### src/rtl/rbc_pkg.sv
package rbc_pkg;

    // machine cycle length in system clocks
    localparam int MC_DIV_DEF = 4;

    // register bus geometry
    localparam int ADDR_W = 8;
    localparam int DATA_W = 16;

    // control register slots, each one aligned word
    localparam int              CTRL_NUM       = 14;
    localparam logic [7:0]      ADDR_CTRL_BASE = 8'h00;
    localparam logic [7:0]      ADDR_FLAGS     = 8'h38;
    localparam logic [7:0]      ADDR_STATUS    = 8'h3c;
    localparam logic [7:0]      ADDR_STACK     = 8'h40;
    localparam logic [7:0]      ADDR_WDT       = 8'h44;

    // slot indices of the control registers
    localparam int IDX_CLOCK_CTRL = 0;   // clock_control_reg
    localparam int IDX_CONV_CTRL  = 1;   // converter_control_reg
    localparam int IDX_EXT_IRQ    = 2;   // ext_irq_control_reg
    localparam int IDX_IRQ_ONE    = 3;   // irq_control_reg_one
    localparam int IDX_IRQ_TWO    = 4;   // irq_control_reg_two
    localparam int IDX_TMR_ONE    = 5;   // timer_control_one
    localparam int IDX_TMR_TWO    = 6;   // timer_control_two
    localparam int IDX_TMR_SIX    = 7;   // timer_control_six
    localparam int IDX_WAKE_ZERO  = 8;   // wakeup_ctrl_zero
    localparam int IDX_WAKE_ONE   = 9;   // wakeup_ctrl_one
    localparam int IDX_WAKE_TWO   = 10;  // wakeup_ctrl_two
    localparam int IDX_PU_ZERO    = 11;  // pullup_ctrl_zero
    localparam int IDX_PU_ONE     = 12;  // pullup_ctrl_one
    localparam int IDX_PU_TWO     = 13;  // pullup_ctrl_two

    // reset values, slot 13 down to slot 0
    localparam logic [3:0]  CLOCK_CTRL_RST = 4'hc;
    localparam logic [3:0]  ZERO_RST       = 4'h0;
    localparam logic [55:0] CTRL_RST_VEC   = {{13{ZERO_RST}}, CLOCK_CTRL_RST};
    // slots kept across ram retention, one bit per slot
    localparam logic [13:0] CTRL_RETAIN    = 14'h3fc6;

    // bit positions inside the control registers
    localparam int EXT_IRQ_LEVEL_BIT = 2;  // return level of the int pin
    localparam int WAKE_ONE_SEL_BIT  = 3;  // 1: p13 key, 0: int pin

    // stack pointer start value
    localparam logic [2:0] STACK_INIT = 3'h7;

    // flags kept across ram retention (timer two and second watchdog)
    localparam logic [8:0] FLAG_WARM_KEEP = 9'h028;
    localparam logic [8:0] FLAG_RST       = 9'h000;

    localparam logic [15:0] WDT_RST = 16'h0000;
    localparam logic [15:0] WDT_TOP = 16'hffff;

    typedef enum logic [2:0] {
        INS_OTHER       = 3'b000,
        INS_SLEEP_ARM   = 3'b001,   // sleep_arm_instr
        INS_SLEEP_ENTER = 3'b010,   // sleep_enter_instr
        INS_SKIP_PD     = 3'b011,   // skip_if_powerdown_flag
        INS_WDT_RESTART = 3'b100    // watchdog_restart_instr
    } rbc_instr_t;

    typedef enum logic [1:0] {
        ST_RESET = 2'b00,
        ST_RUN   = 2'b01,
        ST_SLEEP = 2'b10
    } rbc_state_t;

    typedef struct packed {
        logic irqEnable;   // global_irq_enable
        logic extReq;      // ext_irq_request_flag
        logic tmr1Req;     // timer_one_request_flag
        logic tmr2Req;     // timer_two_request_flag
        logic wdFirst;     // watchdog_flag_first
        logic wdSecond;    // watchdog_flag_second
        logic wdEnable;    // watchdog_enable_flag
        logic convDone;    // conversion_done_flag
        logic carry;       // carry_flag
    } rbc_flags_t;

endpackage : rbc_pkg

### src/rtl/rbc_sync.sv
`timescale 1ns/10ps
// two stage synchroniser for pin inputs
module rbc_sync #(
    parameter int               WIDTH   = 1,
    parameter logic [WIDTH-1:0] RST_VAL = '1
) (
    input  wire logic             sys_clk,   // system clock
    input  wire logic             rst_n,     // async reset, low
    input  wire logic [WIDTH-1:0] asyncIn,   // raw pin levels
    output logic      [WIDTH-1:0] syncOut    // synchronised levels
);

    logic [WIDTH-1:0] meta_q;

    // first stage feeds only the second stage
    always_ff @(posedge sys_clk or negedge rst_n) begin
        if (!rst_n) begin
            meta_q  <= RST_VAL;
            syncOut <= RST_VAL;
        end else begin
            meta_q  <= asyncIn;
            syncOut <= meta_q;
        end
    end

endmodule : rbc_sync

### src/rtl/rbc_reset_backup.sv
// Design decisions made here: the register offsets and strobed register access.
`timescale 1ns/10ps
// Functional notes
// - reset pin low for one machine cycle or more causes a system reset
// - after reset pin release the core restarts at address zero, page zero
// - in reset ports float, output latches read one, pull-ups switched off
// - reset clears interrupt enable, power-down flag and external request flag
// - reset clears timer, watchdog, conversion-done and carry flags
// - reset loads clock control register with 1100
// - reset zeroes wakeup, pull-up, external irq and converter control registers
// - reset zeroes converter mode and input select register
// - retention entered only when sleep directly follows sleep-arm
// - sleep without sleep-arm just before it acts as no-operation
// - retention stops oscillation, keeps ram and reset circuit alive
// - skip instruction tests power-down flag for warm or cold start
// - wakeup signal in retention restarts at zero with power-down flag one
// - pin or watchdog reset restarts at zero with power-down flag zero
// - retained: ram, timer two/six, ext irq, converter, pull-up, wakeup
// - wake reinitialises pc, accumulators, carry, timer one, clock and irq control
// - wake reinitialises listed flags and watchdog counter; timer two kept
// - wake sets stack pointer to seven
// - retention keeps port levels but forces port c latch to one
// - enabled wakeup ports wake on low level, selectable per port
module rbc_reset_backup
    import rbc_pkg::*;
#(
    parameter int MC_DIV = MC_DIV_DEF
) (
    input  wire logic              sys_clk,        // system clock, 10 MHz
    input  wire logic              rst_n,          // power-on reset, low
    input  wire logic              resetPinN,      // external reset pin, low
    input  wire logic              intPin,         // int pin level
    input  wire logic [11:0]       wakePinN,       // key pins p0,p1,p2,d2,d3
    input  wire logic              wdtResetReq,    // watchdog reset pulse
    input  wire logic              instrValid,     // instruction executes
    input  wire rbc_instr_t        instrCode,      // decoded instruction
    input  rbc_flags_t             flagSet,        // hardware flag set pulses
    input  wire logic [ADDR_W-1:0] regAddr,        // register address
    input  wire logic [DATA_W-1:0] regWrData,      // write data
    input  wire logic              regWr,          // write strobe
    input  wire logic              regRd,          // read strobe
    output logic      [DATA_W-1:0] regRdData,      // read data, next cycle
    output logic                   coreResetN,     // core held while low
    output logic                   restartPulse,   // fetch from page 0 addr 0
    output logic                   pdFlag,         // power-down flag
    output logic                   skipNext,       // skip decision
    output logic      [2:0]        stackPtr,       // stack pointer
    output rbc_flags_t             flags,          // core flags
    output logic      [13:0][3:0]  ctrlRegs,       // control registers
    output logic      [15:0]       wdtCount,       // watchdog counter16
    output logic                   oscRun,         // oscillator enable
    output logic                   portHiZ,        // all ports floating
    output logic                   portLatchOne,   // force output latches
    output logic                   pullupOff,      // pull-ups off
    output logic                   portHold,       // port levels frozen
    output logic                   portCLatchOne   // shared c latch forced
);

    localparam int LCW = $clog2(MC_DIV + 1);
    localparam logic [LCW-1:0] LOW_FULL = LCW'(MC_DIV);

    rbc_state_t       state_q;
    rbc_state_t       state_d;
    logic [13:0]      pinSync;
    logic             resetS;
    logic             intS;
    logic [11:0]      keyS;
    logic [LCW-1:0]   lowCnt_q;
    logic [LCW-1:0]   mcCnt_q;
    logic             mcTick;
    logic             resetGo;
    logic             coldInit;
    logic             warmInit;
    logic             sleepGo;
    logic             wakeHit;
    logic             armed_q;
    logic [11:0]      keyEnable;
    logic [3:0]       ctrl_q [CTRL_NUM];
    logic             wdtWrap;
    logic             regWrOk;
    rbc_flags_t       flagBase;

    // decoded control register slot hit by the bus address
    function automatic logic slotHit(input logic [ADDR_W-1:0] addr, input int idx);
        slotHit = (addr == (ADDR_CTRL_BASE + ADDR_W'(idx * 4)));
    endfunction : slotHit

    // pins cross into the clock domain
    rbc_sync #(
        .WIDTH   (14),
        .RST_VAL (14'h3fff)
    ) uSync (
        .sys_clk (sys_clk),
        .rst_n   (rst_n),
        .asyncIn ({resetPinN, intPin, wakePinN}),
        .syncOut (pinSync)
    );

    assign resetS = pinSync[13];
    assign intS   = pinSync[12];
    assign keyS   = pinSync[11:0];

    // machine cycle divider
    always_ff @(posedge sys_clk or negedge rst_n) begin
        if (!rst_n) begin
            mcCnt_q <= '0;
        end else if (mcCnt_q == LCW'(MC_DIV - 1)) begin
            mcCnt_q <= '0;
        end else begin
            mcCnt_q <= mcCnt_q + 1'b1;
        end
    end

    assign mcTick = (mcCnt_q == LCW'(MC_DIV - 1));

    // measure how long the reset pin stays low, saturating at one machine cycle
    always_ff @(posedge sys_clk or negedge rst_n) begin
        if (!rst_n) begin
            lowCnt_q <= '0;
        end else if (resetS) begin
            lowCnt_q <= '0;
        end else if (lowCnt_q != LOW_FULL) begin
            lowCnt_q <= lowCnt_q + 1'b1;
        end
    end

    // a full machine cycle low or a watchdog reset starts a reset
    assign resetGo = (lowCnt_q == LOW_FULL) || wdtResetReq;

    // wake sources: per-port key enables, int pin on its chosen level
    assign keyEnable = {ctrl_q[IDX_WAKE_TWO], ctrl_q[IDX_WAKE_ONE], ctrl_q[IDX_WAKE_ZERO]};
    assign wakeHit = (|(~keyS & keyEnable))
                   || (!ctrl_q[IDX_WAKE_ONE][WAKE_ONE_SEL_BIT]
                       && (intS == ctrl_q[IDX_EXT_IRQ][EXT_IRQ_LEVEL_BIT]));

    // sleep only when armed by the instruction just before
    assign sleepGo = (state_q == ST_RUN) && instrValid
                   && (instrCode == INS_SLEEP_ENTER) && armed_q;

    // top level sequencing
    always_comb begin
        state_d = state_q;
        unique case (state_q)
            ST_RESET: begin
                if (!resetGo) begin
                    state_d = ST_RUN;
                end
            end
            ST_RUN: begin
                if (sleepGo) begin
                    state_d = ST_SLEEP;
                end
            end
            ST_SLEEP: begin
                if (wakeHit) begin
                    state_d = ST_RUN;
                end
            end
            default: begin
                state_d = ST_RESET;
            end
        endcase
        if (resetGo) begin
            state_d = ST_RESET;
        end
    end

    always_ff @(posedge sys_clk or negedge rst_n) begin
        if (!rst_n) begin
            state_q <= ST_RESET;
        end else begin
            state_q <= state_d;
        end
    end

    assign coldInit = (state_q == ST_RESET);
    assign warmInit = (state_q == ST_SLEEP) && wakeHit && !resetGo;
    assign regWrOk  = regWr && (state_q == ST_RUN);

    // restart strobe for the core, both warm and cold
    always_ff @(posedge sys_clk or negedge rst_n) begin
        if (!rst_n) begin
            restartPulse <= 1'b0;
        end else begin
            restartPulse <= (coldInit && !resetGo) || warmInit;
        end
    end

    // sleep arm latch, dropped by any other executed instruction
    always_ff @(posedge sys_clk or negedge rst_n) begin
        if (!rst_n) begin
            armed_q <= 1'b0;
        end else if (state_q != ST_RUN) begin
            armed_q <= 1'b0;
        end else if (instrValid) begin
            armed_q <= (instrCode == INS_SLEEP_ARM);
        end
    end

    // power-down flag: set on retention entry, cleared by cold start
    always_ff @(posedge sys_clk or negedge rst_n) begin
        if (!rst_n) begin
            pdFlag <= 1'b0;
        end else if (coldInit) begin
            pdFlag <= 1'b0;
        end else if (sleepGo) begin
            pdFlag <= 1'b1;
        end
    end

    // skip decision for the power-down test instruction
    always_ff @(posedge sys_clk or negedge rst_n) begin
        if (!rst_n) begin
            skipNext <= 1'b0;
        end else begin
            skipNext <= instrValid && (instrCode == INS_SKIP_PD) && pdFlag;
        end
    end

    // stack pointer
    always_ff @(posedge sys_clk or negedge rst_n) begin
        if (!rst_n) begin
            stackPtr <= STACK_INIT;
        end else if (coldInit || warmInit) begin
            stackPtr <= STACK_INIT;
        end else if (regWrOk && regAddr == ADDR_STACK) begin
            stackPtr <= regWrData[2:0];
        end
    end

    // control registers, kept or reloaded on wake by slot
    generate
        for (genvar i = 0; i < CTRL_NUM; i++) begin : gCtrl
            always_ff @(posedge sys_clk or negedge rst_n) begin
                if (!rst_n) begin
                    ctrl_q[i] <= CTRL_RST_VEC[i*4 +: 4];
                end else if (coldInit) begin
                    ctrl_q[i] <= CTRL_RST_VEC[i*4 +: 4];
                end else if (warmInit && !CTRL_RETAIN[i]) begin
                    ctrl_q[i] <= CTRL_RST_VEC[i*4 +: 4];
                end else if (regWrOk && slotHit(regAddr, i)) begin
                    ctrl_q[i] <= regWrData[3:0];
                end
            end
            assign ctrlRegs[i] = ctrl_q[i];
        end
    endgenerate

    // watchdog counter16 on machine cycles
    always_ff @(posedge sys_clk or negedge rst_n) begin
        if (!rst_n) begin
            wdtCount <= WDT_RST;
        end else if (coldInit || warmInit) begin
            wdtCount <= WDT_RST;
        end else if (instrValid && instrCode == INS_WDT_RESTART) begin
            wdtCount <= WDT_RST;
        end else if (state_q == ST_RUN && flags.wdEnable && mcTick) begin
            wdtCount <= wdtCount + 1'b1;
        end
    end

    assign wdtWrap = (state_q == ST_RUN) && flags.wdEnable && mcTick && (wdtCount == WDT_TOP);

    // flag value before hardware sets are merged
    always_comb begin
        flagBase = flags;
        if (regWrOk && regAddr == ADDR_FLAGS) begin
            flagBase = rbc_flags_t'(regWrData[8:0]);
        end
        if (instrValid && instrCode == INS_WDT_RESTART) begin
            flagBase.wdFirst = 1'b0;
        end
    end

    // core flags; a hardware set wins over a clear in the same cycle
    always_ff @(posedge sys_clk or negedge rst_n) begin
        if (!rst_n) begin
            flags <= rbc_flags_t'(FLAG_RST);
        end else if (coldInit) begin
            flags <= rbc_flags_t'(FLAG_RST);
        end else if (warmInit) begin
            flags <= rbc_flags_t'(flags & FLAG_WARM_KEEP);
        end else if (state_q == ST_RUN) begin
            flags         <= flagBase | flagSet;
            flags.wdFirst <= flagBase.wdFirst | flagSet.wdFirst | wdtWrap;
        end
    end

    // read data, one cycle after the strobe, zero when unmapped
    always_ff @(posedge sys_clk or negedge rst_n) begin
        if (!rst_n) begin
            regRdData <= '0;
        end else if (regRd) begin
            regRdData <= '0;
            for (int i = 0; i < CTRL_NUM; i++) begin
                if (slotHit(regAddr, i)) begin
                    regRdData <= {12'h000, ctrl_q[i]};
                end
            end
            if (regAddr == ADDR_FLAGS) begin
                regRdData <= {7'h00, flags};
            end
            if (regAddr == ADDR_STATUS) begin
                regRdData <= {12'h000, state_q, armed_q, pdFlag};
            end
            if (regAddr == ADDR_STACK) begin
                regRdData <= {13'h0000, stackPtr};
            end
            if (regAddr == ADDR_WDT) begin
                regRdData <= wdtCount;
            end
        end else begin
            regRdData <= '0;
        end
    end

    // pin and clock controls follow the state
    assign coreResetN    = (state_q != ST_RESET);
    assign portHiZ       = (state_q == ST_RESET);
    assign portLatchOne  = (state_q == ST_RESET);
    assign pullupOff     = (state_q == ST_RESET);
    assign oscRun        = (state_q != ST_SLEEP);
    assign portHold      = (state_q == ST_SLEEP);
    assign portCLatchOne = (state_q == ST_SLEEP);
endmodule : rbc_reset_backup

### config.mk
export PLATFORM = sky130hd
export DESIGN_NAME = rbc_reset_backup
export DESIGN_NICKNAME = d
export VERILOG_FILES = /design/src/rtl/rbc_pkg.sv /design/src/rtl/rbc_sync.sv /design/src/rtl/rbc_reset_backup.sv
export SDC_FILE = /design/constraint.sdc
export NUM_CORES = 1
export LEC_CHECK = 0
export ABC_CLOCK_PERIOD_IN_PS = 2700
export BUFFER_PORTS_ARGS = -buffer_cell sky130_fd_sc_hd__buf_2
export CAP_MARGIN = 20
export CORE_MARGIN = 8
export CORE_UTILIZATION = 54
export DETAILED_ROUTE_END_ITERATION = 16
export GPL_ROUTABILITY_DRIVEN = 0
export PLACE_DENSITY = 0.88
export SYNTH_ARGS = -nofsm -noshare
export SYNTH_HDL_FRONTEND = slang
export SYNTH_HIERARCHICAL = 1
export SYNTH_SLANG_ARGS = --single-unit
### constraint.sdc
create_clock -name sys_clk -period 2.7 [get_ports sys_clk]
set_input_delay 0.405 -clock sys_clk [delete_from_list [all_inputs] [get_ports sys_clk]]
set_output_delay 0.405 -clock sys_clk [all_outputs]
set_load 0.01 [all_outputs]
==> reports/summary.log, run 1 <==
[synthesis] number of enable-type register cells in the synthesized netlist 0
[critical_path] library cell contributing the largest single delay on the critical path sky130_fd_sc_hd__nand2_1
[sta] post-route fraction of the period consumed by the critical path 88.2%
[sta] FMAX 420 MHz
[finish] Layout Area Growth over Synthesis 24.7%
[synthesis] Synth Area in Compound Gates 13.4%
[critical_path] CP startpoint kind flip-flop
[synthesis] warnings from Yosys 6
[power_and_ir_drop] Switching Fraction 24.7%
[placed_design] total half-perimeter wirelength after legalization and detailed placement 14600 µm
[synthesis] Unique masters post-synth 67
[clock_tree] TritonCTS Buffers 17
[detailed_routing] number of routed nets with antenna violations 0
[synthesis] net count after synthesis 733
[placed_design] count of buffers inserted at the top-level ports 158
[run] max-capacitance violation count 0
[sta] Worst slew margin 45.5%
[finish] Final #Nets 894
[synthesis] leading area contributor after synthesis sky130_fd_sc_hd__dfrtp_1
[synthesis] xor-xnor portion of the synthesized cell area 2.23%
[global_routing] wire length of the first global-routing pass 32600 µm
[synthesis] Post-Synth Simple-Gate Area 22.3%
[synthesis] combinational family with the most area after synthesis simple AND/OR/NAND/NOR gates
[clock_tree] CTS clock-pin slew for the worst setup and hold paths 0.06 ns
[finish] share of post-route cells with drive strength above 1 32.3%
[synthesis] Area contributors post-synth sky130_fd_sc_hd__dfrtp_1 (40%), sky130_fd_sc_hd__dfstp_2 (13%), sky130_fd_sc_hd__a21oi_1 (5.2%)
[critical_path] critical path start-end classification reg2reg
[detailed_routing] DRC 0
[synthesis] Mapped Cells 673
[run_status] status finished clean
[critical_path] Critical Path Most Common Cell sky130_fd_sc_hd__a21oi_1
[floorplanning] chip height 127 µm
[power_and_ir_drop] internal cell power 3.89 mW
[sta] transition time of the tightest slew-check pin 0.811 ns
[floorplanning] Placeable Area 12100 µm²
[global_routing] maximum number of pins on one net before global-route repair 58
[global_routing] number of global-route vias before repair 6151
[sta] final setup fails 0
[power_and_ir_drop] combinational power share 11.0%
[detailed_routing] Vias 6079
[floorplanning] starting density of the core 55.5%
[finish] most frequent cells in the layout sky130_fd_sc_hd__buf_2 (157), sky130_fd_sc_hd__dfrtp_1 (107), sky130_fd_sc_hd__nand2_1 (87)
[floorplanning] number of top-level design ports 166
[global_routing] antenna violations before repair 1
[power_and_ir_drop] PwrDens 620 nW/µm²
[sta] unrepaired setup endpoints after global routing no
[power_and_ir_drop] Tot Pwr 5.17 mW
[finish] Core Util, Final 69.2%
[critical_path] largest fanout on the critical path 14
[critical_path] CP endpoint kind flip-flop
[clock_tree] htree depth 4
[detailed_routing] Initial DRT Pass Iterations 5
[detailed_routing] Vias/cell 5.98
[power_and_ir_drop] Static Leakage 3.82 nW
[synthesis] Async SR Flop Fraction 100%
[sta] final slew viol count 0
[placed_design] Post-DP Area 7730 µm²
[sta] final critical delay including setup and external delays 2.38 ns
[global_routing] total global routing track utilization 25.7%
[synthesis] sequential cell area fraction in the yosys report 53.0%
[finish] post-route cell area 8340 µm²
[power_and_ir_drop] total net switching power 1.28 mW
[critical_path] critical path, cell by cell inv_1 > ha_1 > a21oi_1 > or2b_2 > o21bai_4 > buf_4 > nand2_1 > a21oi_1
[synthesis] mux contribution to synthesized area 4.21%
[sta] setup_tns 0 ns
[floorplanning] standard-cell rows 40
[critical_path] Required @ worst endpoint 2.97 ns
[finish] commonest non-fill, non-tap cell in the layout sky130_fd_sc_hd__buf_2
[synthesis] syn_area_per_cell 9.94 µm²
[critical_path] WP data arrival 2.65 ns
[power_and_ir_drop] part of the power in registers 43.2%
[power_and_ir_drop] proportion of power drawn by the clock network 45.8%
[synthesis] share of synthesized cell area in full adder, half adder and majority cells 0.748%
[power_and_ir_drop] worst-case vdd ir drop 0.000440 V
[global_routing] gr ovfl total 0
[sta] Fin. Hold Viols 0
[clock_tree] Clock Sink Count 140
[detailed_routing] average detailed-routed wire length per instance 20.2 µm
[clock_tree] Post-CTS Resized 0
[detailed_routing] Final Routed Wirelength 20500 µm
[clock_tree] maximum root-to-sink buffer count 2
[clock_tree] CTS root buf sky130_fd_sc_hd__clkbuf_16
[synthesis] area share of the largest cell type after synthesis 40.0%
[floorplanning] horizontal extent of the die 127 µm
[floorplanning] die area 16200 µm²
[clock_tree] TritonCTS clock tree done
[sta] largest clock skew in the final design 0.00490 ns
[synthesis] post-synthesis instance area 6690 µm²
[sta] worst slack on hold paths 0.0832 ns
[critical_path] Max stage delay on crit path 0.41 ns
[min_path] classification of the worst-slack hold path in2reg
[clock_tree] count of buffers added by post-CTS timing repair for setup 0
[detailed_routing] detailed router's first-iteration violation count 666
[synthesis] ys flop type sky130_fd_sc_hd__dfrtp_1
[synthesis] #FFs+latches synth 140
[clock_tree] insertion delay of the later-clocked pin in the worst-skew pair 0.42 ns
## synthesized netlist by cell type, types with 4 or more instances
| master | count |
|---|---|
| sky130_fd_sc_hd__a22oi_1 | 5 |
| sky130_fd_sc_hd__xor2_1 | 11 |
| sky130_fd_sc_hd__nor2_4 | 10 |
| sky130_fd_sc_hd__buf_2 | 11 |
| sky130_fd_sc_hd__clkbuf_1 | 28 |
| sky130_fd_sc_hd__nor3_1 | 13 |
| sky130_fd_sc_hd__a22o_1 | 6 |
| sky130_fd_sc_hd__nand4_1 | 5 |
| sky130_fd_sc_hd__a21oi_1 | 70 |
| sky130_fd_sc_hd__nand3_1 | 65 |
| sky130_fd_sc_hd__mux2i_1 | 18 |
| sky130_fd_sc_hd__nand2_1 | 87 |
| sky130_fd_sc_hd__nor2b_1 | 10 |
| sky130_fd_sc_hd__inv_1 | 9 |
| sky130_fd_sc_hd__dfstp_2 | 33 |
| sky130_fd_sc_hd__xnor2_1 | 6 |
| sky130_fd_sc_hd__nor2_1 | 43 |
| sky130_fd_sc_hd__nand2b_1 | 14 |
| sky130_fd_sc_hd__and2_1 | 9 |
| sky130_fd_sc_hd__o21ai_0 | 16 |
| sky130_fd_sc_hd__ha_1 | 4 |
| sky130_fd_sc_hd__o22ai_1 | 12 |
| sky130_fd_sc_hd__dfrtp_1 | 107 |
| sky130_fd_sc_hd__o2bb2ai_1 | 7 |
| sky130_fd_sc_hd__and4_1 | 7 |
## through the flow
step / instances / setup slack (ns)
2_1_floorplan: 673 / 0.454
3_3_place_gp: 982 / 0.307
3_5_place_dp: 982 / 0.272
4_1_cts: 1015 / 0.336
5_1_grt: 1015 / 0.145
6_report: 1016 / 0.319
## critical path, delay by kind of cell (launching register included)
| family | cells | cell delay [ns] |
|---|---|---|
| buf+inv | 2 | 0.25 |
| flops | 1 | 0.40 |
| compound gates | 3 | 0.58 |
| simple gates | 2 | 0.77 |
| fa+ha+maj | 1 | 0.24 |
## final cells by class
cell class | instances | area, µm²
Clock inverter | 6 | 109
Antenna cell | 1 | 2.50
Timing Repair Buffer | 189 | 1060
Inverter | 11 | 41.3
Sequential cell | 140 | 3540
Clock buffer | 26 | 489
Fill cell | 904 | 3720
Tap cell | 168 | 210
Multi-Input combinational cell | 475 | 2890
## registers in the layout, summed over array words and instances (netlist names)
name / flops
ctrlRegs: 56
regRdData: 16
wdtCount: 16
uSync/meta_q: 14
uSync/syncOut: 14
flags: 9
lowCnt_q: 3
mcCnt_q: 3
stackPtr: 3
state_q: 2
armed_q: 1
pdFlag: 1
restartPulse: 1
skipNext: 1
## worst paths after layout
path | slack, ns | start | end | depth (start not counted)
worst max-delay path | 0.32 | lowCnt_q[0] | ctrlRegs[15] | 8
worst min-delay path | 0.08 | resetPinN | uSync/meta_q[13] | 1
worst max register to register | 0.32 | lowCnt_q[0] | ctrlRegs[15] | 8
worst min register to register | 0.35 | uSync/meta_q[1] | uSync/syncOut[1] | 0
max in group asynchronous | 1.36 | rst_n | uSync/syncOut[5] | 3
min in group asynchronous | 0.54 | rst_n | lowCnt_q[2] | 2
## routing by layer
layer / up-vias / track usage, % / routed length, µm
li1: 2705 / - / -
met1: 2937 / 30.9 / 7610
met2: 372 / 41.2 / 9840
met3: 63 / 8.86 / 2390
met4: 2 / 11.2 / 650
met5: - / 0 / 10
## what timing repair did
action,in CTS,in global routing
setup endpoints to repair,0,0
hold buffers,1,0
hold endpoints to repair,46,0
## cells by family (layout without fill, tap and decap cells)
kind of cell             Yosys count  after routing
AND/OR/NAND/NOR                  286            286
AO/OA/AOI/OAI                    144            144
flip-flops                       140            140
buffers and inverters             58            232
multiplexers                      24             24
XOR/XNOR                          17             17
adder cells (fa/ha/maj)            4              4
other                              0              1
## power groups by stage
stage	sequential, mW	clock [mW]	combinational (mW)
finish	2.24	2.37	0.570
global route	2.24	2.47	0.618
CTS	2.24	2.39	0.567
detailed placement	2.27	0	0.557
global placement	2.27	0	0.548
floorplan	2.27	0	0.318
Power figures use the tool's default switching activity.
==> run 2, diff against run 1 <==
- CELL_PAD_IN_SITES_DETAIL_PLACEMENT: default -> 0
- CELL_PAD_IN_SITES_GLOBAL_PLACEMENT: default -> 2
- CORE_UTILIZATION: 54 -> 33
- PLACE_DENSITY: 0.88 -> 0.87
==> reports/summary.log, run 2 (same netlist as run 1, synthesis figures left out) <==
[detailed_routing] Initial DRT Pass Iterations 5
[critical_path] CP top delay family simple AND/OR/NAND/NOR gates
[critical_path] CP endpoint kind flip-flop
[power_and_ir_drop] PwrDens 597 nW/µm²
[clock_tree] maximum root-to-sink buffer count 2
[floorplanning] chip height 158 µm
[critical_path] number of buffer and inverter stages on the critical path 1
[sta] unrepaired setup endpoints after global routing no
[critical_path] startpoint of the worst-slack reg-to-reg timing path uSync/syncOut[4]
[global_routing] total global routing track utilization 17.5%
[clock_tree] CTS clock-pin slew for the worst setup and hold paths 0.06 ns
[run] max-capacitance violation count 0
[placed_design] count of buffers inserted at the top-level ports 158
[critical_path] Max stage delay on crit path 0.59 ns
[detailed_routing] average detailed-routed wire length per instance 19.5 µm
[sta] post-route fraction of the period consumed by the critical path 90.3%
[sta] FMAX 410 MHz
[floorplanning] Placeable Area 20000 µm²
[detailed_routing] number of routed nets with antenna violations 0
[sta] largest clock skew in the final design 0.0146 ns
[clock_tree] htree depth 4
[floorplanning] die area 25100 µm²
[power_and_ir_drop] Static Leakage 3.80 nW
[critical_path] r2r setup slk 0.26 ns
[sta] final slew viol count 0
[finish] commonest non-fill, non-tap cell in the layout sky130_fd_sc_hd__buf_2
[finish] flip-flop count of the largest register, all copies and words added 56
[floorplanning] horizontal extent of the die 158 µm
[finish] share of post-route cells with drive strength above 1 33.1%
[detailed_routing] detailed router's first-iteration violation count 531
[run_status] violated checks negative hold slack
[min_path] classification of the worst-slack hold path in2async
[critical_path] largest fanout on the critical path 16
[sta] worst slack on hold paths -0.0274 ns
[sta] Worst slew margin 54.7%
[clock_tree] CTS root buf sky130_fd_sc_hd__clkbuf_16
[detailed_routing] Final Routed Wirelength 21800 µm
[placed_design] Post-Place Worst Slack 0.255 ns
[critical_path] critical path start-end classification reg2reg
[sta] final worst setup slack 0.263 ns
[critical_path] library cell contributing the largest single delay on the critical path sky130_fd_sc_hd__or4_4
[power_and_ir_drop] worst-case vdd ir drop 0.000490 V
[clock_tree] insertion delay of the later-clocked pin in the worst-skew pair 0.43 ns
[detailed_routing] Vias 5762
[critical_path] WP data arrival 2.79 ns
[global_routing] maximum number of pins on one net before global-route repair 88
[global_routing] wire length of the first global-routing pass 33500 µm
[finish] most frequent cells in the layout sky130_fd_sc_hd__buf_2 (157), sky130_fd_sc_hd__dfrtp_1 (107), sky130_fd_sc_hd__nand2_1 (87)
[finish] Final #Nets 893
[critical_path] Required @ worst endpoint 3.05 ns
[sta] final critical delay including setup and external delays 2.44 ns
[detailed_routing] DRC 0
[critical_path] cell depth of the worst setup path 7
[sta] Fin. Hold Viols 8
[critical_path] CP startpoint kind flip-flop
[clock_tree] Post-CTS Resized 0
[sta] setup_tns 0 ns
[sta] transition time of the tightest slew-check pin 0.679 ns
[placed_design] total half-perimeter wirelength after legalization and detailed placement 15700 µm
[sta] final setup fails 0
[global_routing] antenna violations before repair 0
[critical_path] critical path, cell by cell nand2b_1 > o2111ai_1 > or4_4 > o21bai_4 > or3b_1 > buf_4 > nor2_1
[critical_path] Worst R2R Path Depth 7
[critical_path] origin of the worst setup path uSync/syncOut[4]
[finish] Layout Area Growth over Synthesis 26.1%
[floorplanning] starting density of the core 33.4%
[critical_path] destination of the worst register-to-register timing path wdtCount[1]
[critical_path] endpoint of the most critical setup path wdtCount[1]
[clock_tree] count of buffers added by post-CTS timing repair for setup 0
[clock_tree] Clock Sink Count 140
[clock_tree] TritonCTS Buffers 17
[detailed_routing] Vias/cell 5.16
[clock_tree] CTS Hold Bufs 0
[finish] Fillers 2061
[global_routing] gr ovfl total 0
[run_status] status complete, but fails checks
[global_routing] number of global-route vias before repair 5799
[floorplanning] number of top-level design ports 166
[clock_tree] TritonCTS clock tree done
[floorplanning] standard-cell rows 52
[finish] Antenna diodes 0
run 2: changes by cell type in the layout (fill, tap and decap cells not counted), sizes merged:
cell	previous run	this run
diode	1	0
bufinv	3	0
clkinvlp	0	4
inv	10	18
dlygate4sd3	1	0
clkbuf	26	17
run 2: routing by layer:
layer  GRT usage, %  part of all wire, %  up-vias  routed length [µm]
met4           6.29                  2.5        0                 549
met5              0                    0        -                   0
met2           27.5                   47      176               10200
met3           4.89                  6.5       26                1430
met1           22.7                   44     2863                9580
li1               -                    -     2697                   -
run 2: worst register-to-register path: stages, from the launching register on:
cell	delay [ns]
sky130_fd_sc_hd__dfstp_2	0.51
sky130_fd_sc_hd__nand2b_1	0.09
sky130_fd_sc_hd__o2111ai_1	0.14
sky130_fd_sc_hd__or4_4	0.59
sky130_fd_sc_hd__o21bai_4	0.29
sky130_fd_sc_hd__or3b_1	0.38
sky130_fd_sc_hd__buf_4	0.25
sky130_fd_sc_hd__nor2_1	0.14
run 2: cell type report:
cell class	count	area [µm²]	area share [%]
Sequential cell	140	3540	42.0
Clock buffer	17	425	5.04
Clock inverter	15	130	1.54
Timing Repair Buffer	188	1070	12.7
Inverter	11	41.3	0.489
Multi-Input combinational cell	475	2890	34.2
Tap cell	270	338	4.00
run 2: worst min-delay path by stage:
stage	from	to	slack, ns	depth (start not counted)
2_1_floorplan	rst_n	armed_q	0.11	0
3_3_place_gp	uSync/meta_q[8]	uSync/syncOut[8]	0.35	0
3_5_place_dp	uSync/meta_q[5]	uSync/syncOut[5]	0.35	0
4_1_cts	rst_n	ctrlRegs[21]	0.02	2
5_1_grt	rst_n	ctrlRegs[21]	0.02	2
6_report	rst_n	ctrlRegs[1]	-0.03	2
run 2: stage by stage:
step                utilization (%)  cell area (µm²)  total power, mW  cells
detailed placement             39.3             7880             2.86   1084
CTS                            42.1             8440             5.10   1116
global placement               39.3             7880             2.85   1084
finish                         42.1             8440             5.04   1116
floorplan                         -             6690             2.59    673
global route                   42.1             8440             5.24   1116
run 2: power breakdown:
part / switching (mW) / total (mW) / leakage [nW] / internal (mW)
logic: 0.389 / 0.579 / 1.72 / 0.190
clock network: 1.02 / 2.23 / 0.263 / 1.21
registers: 0.0528 / 2.23 / 1.82 / 2.18
total: 1.46 / 5.04 / 3.80 / 3.58
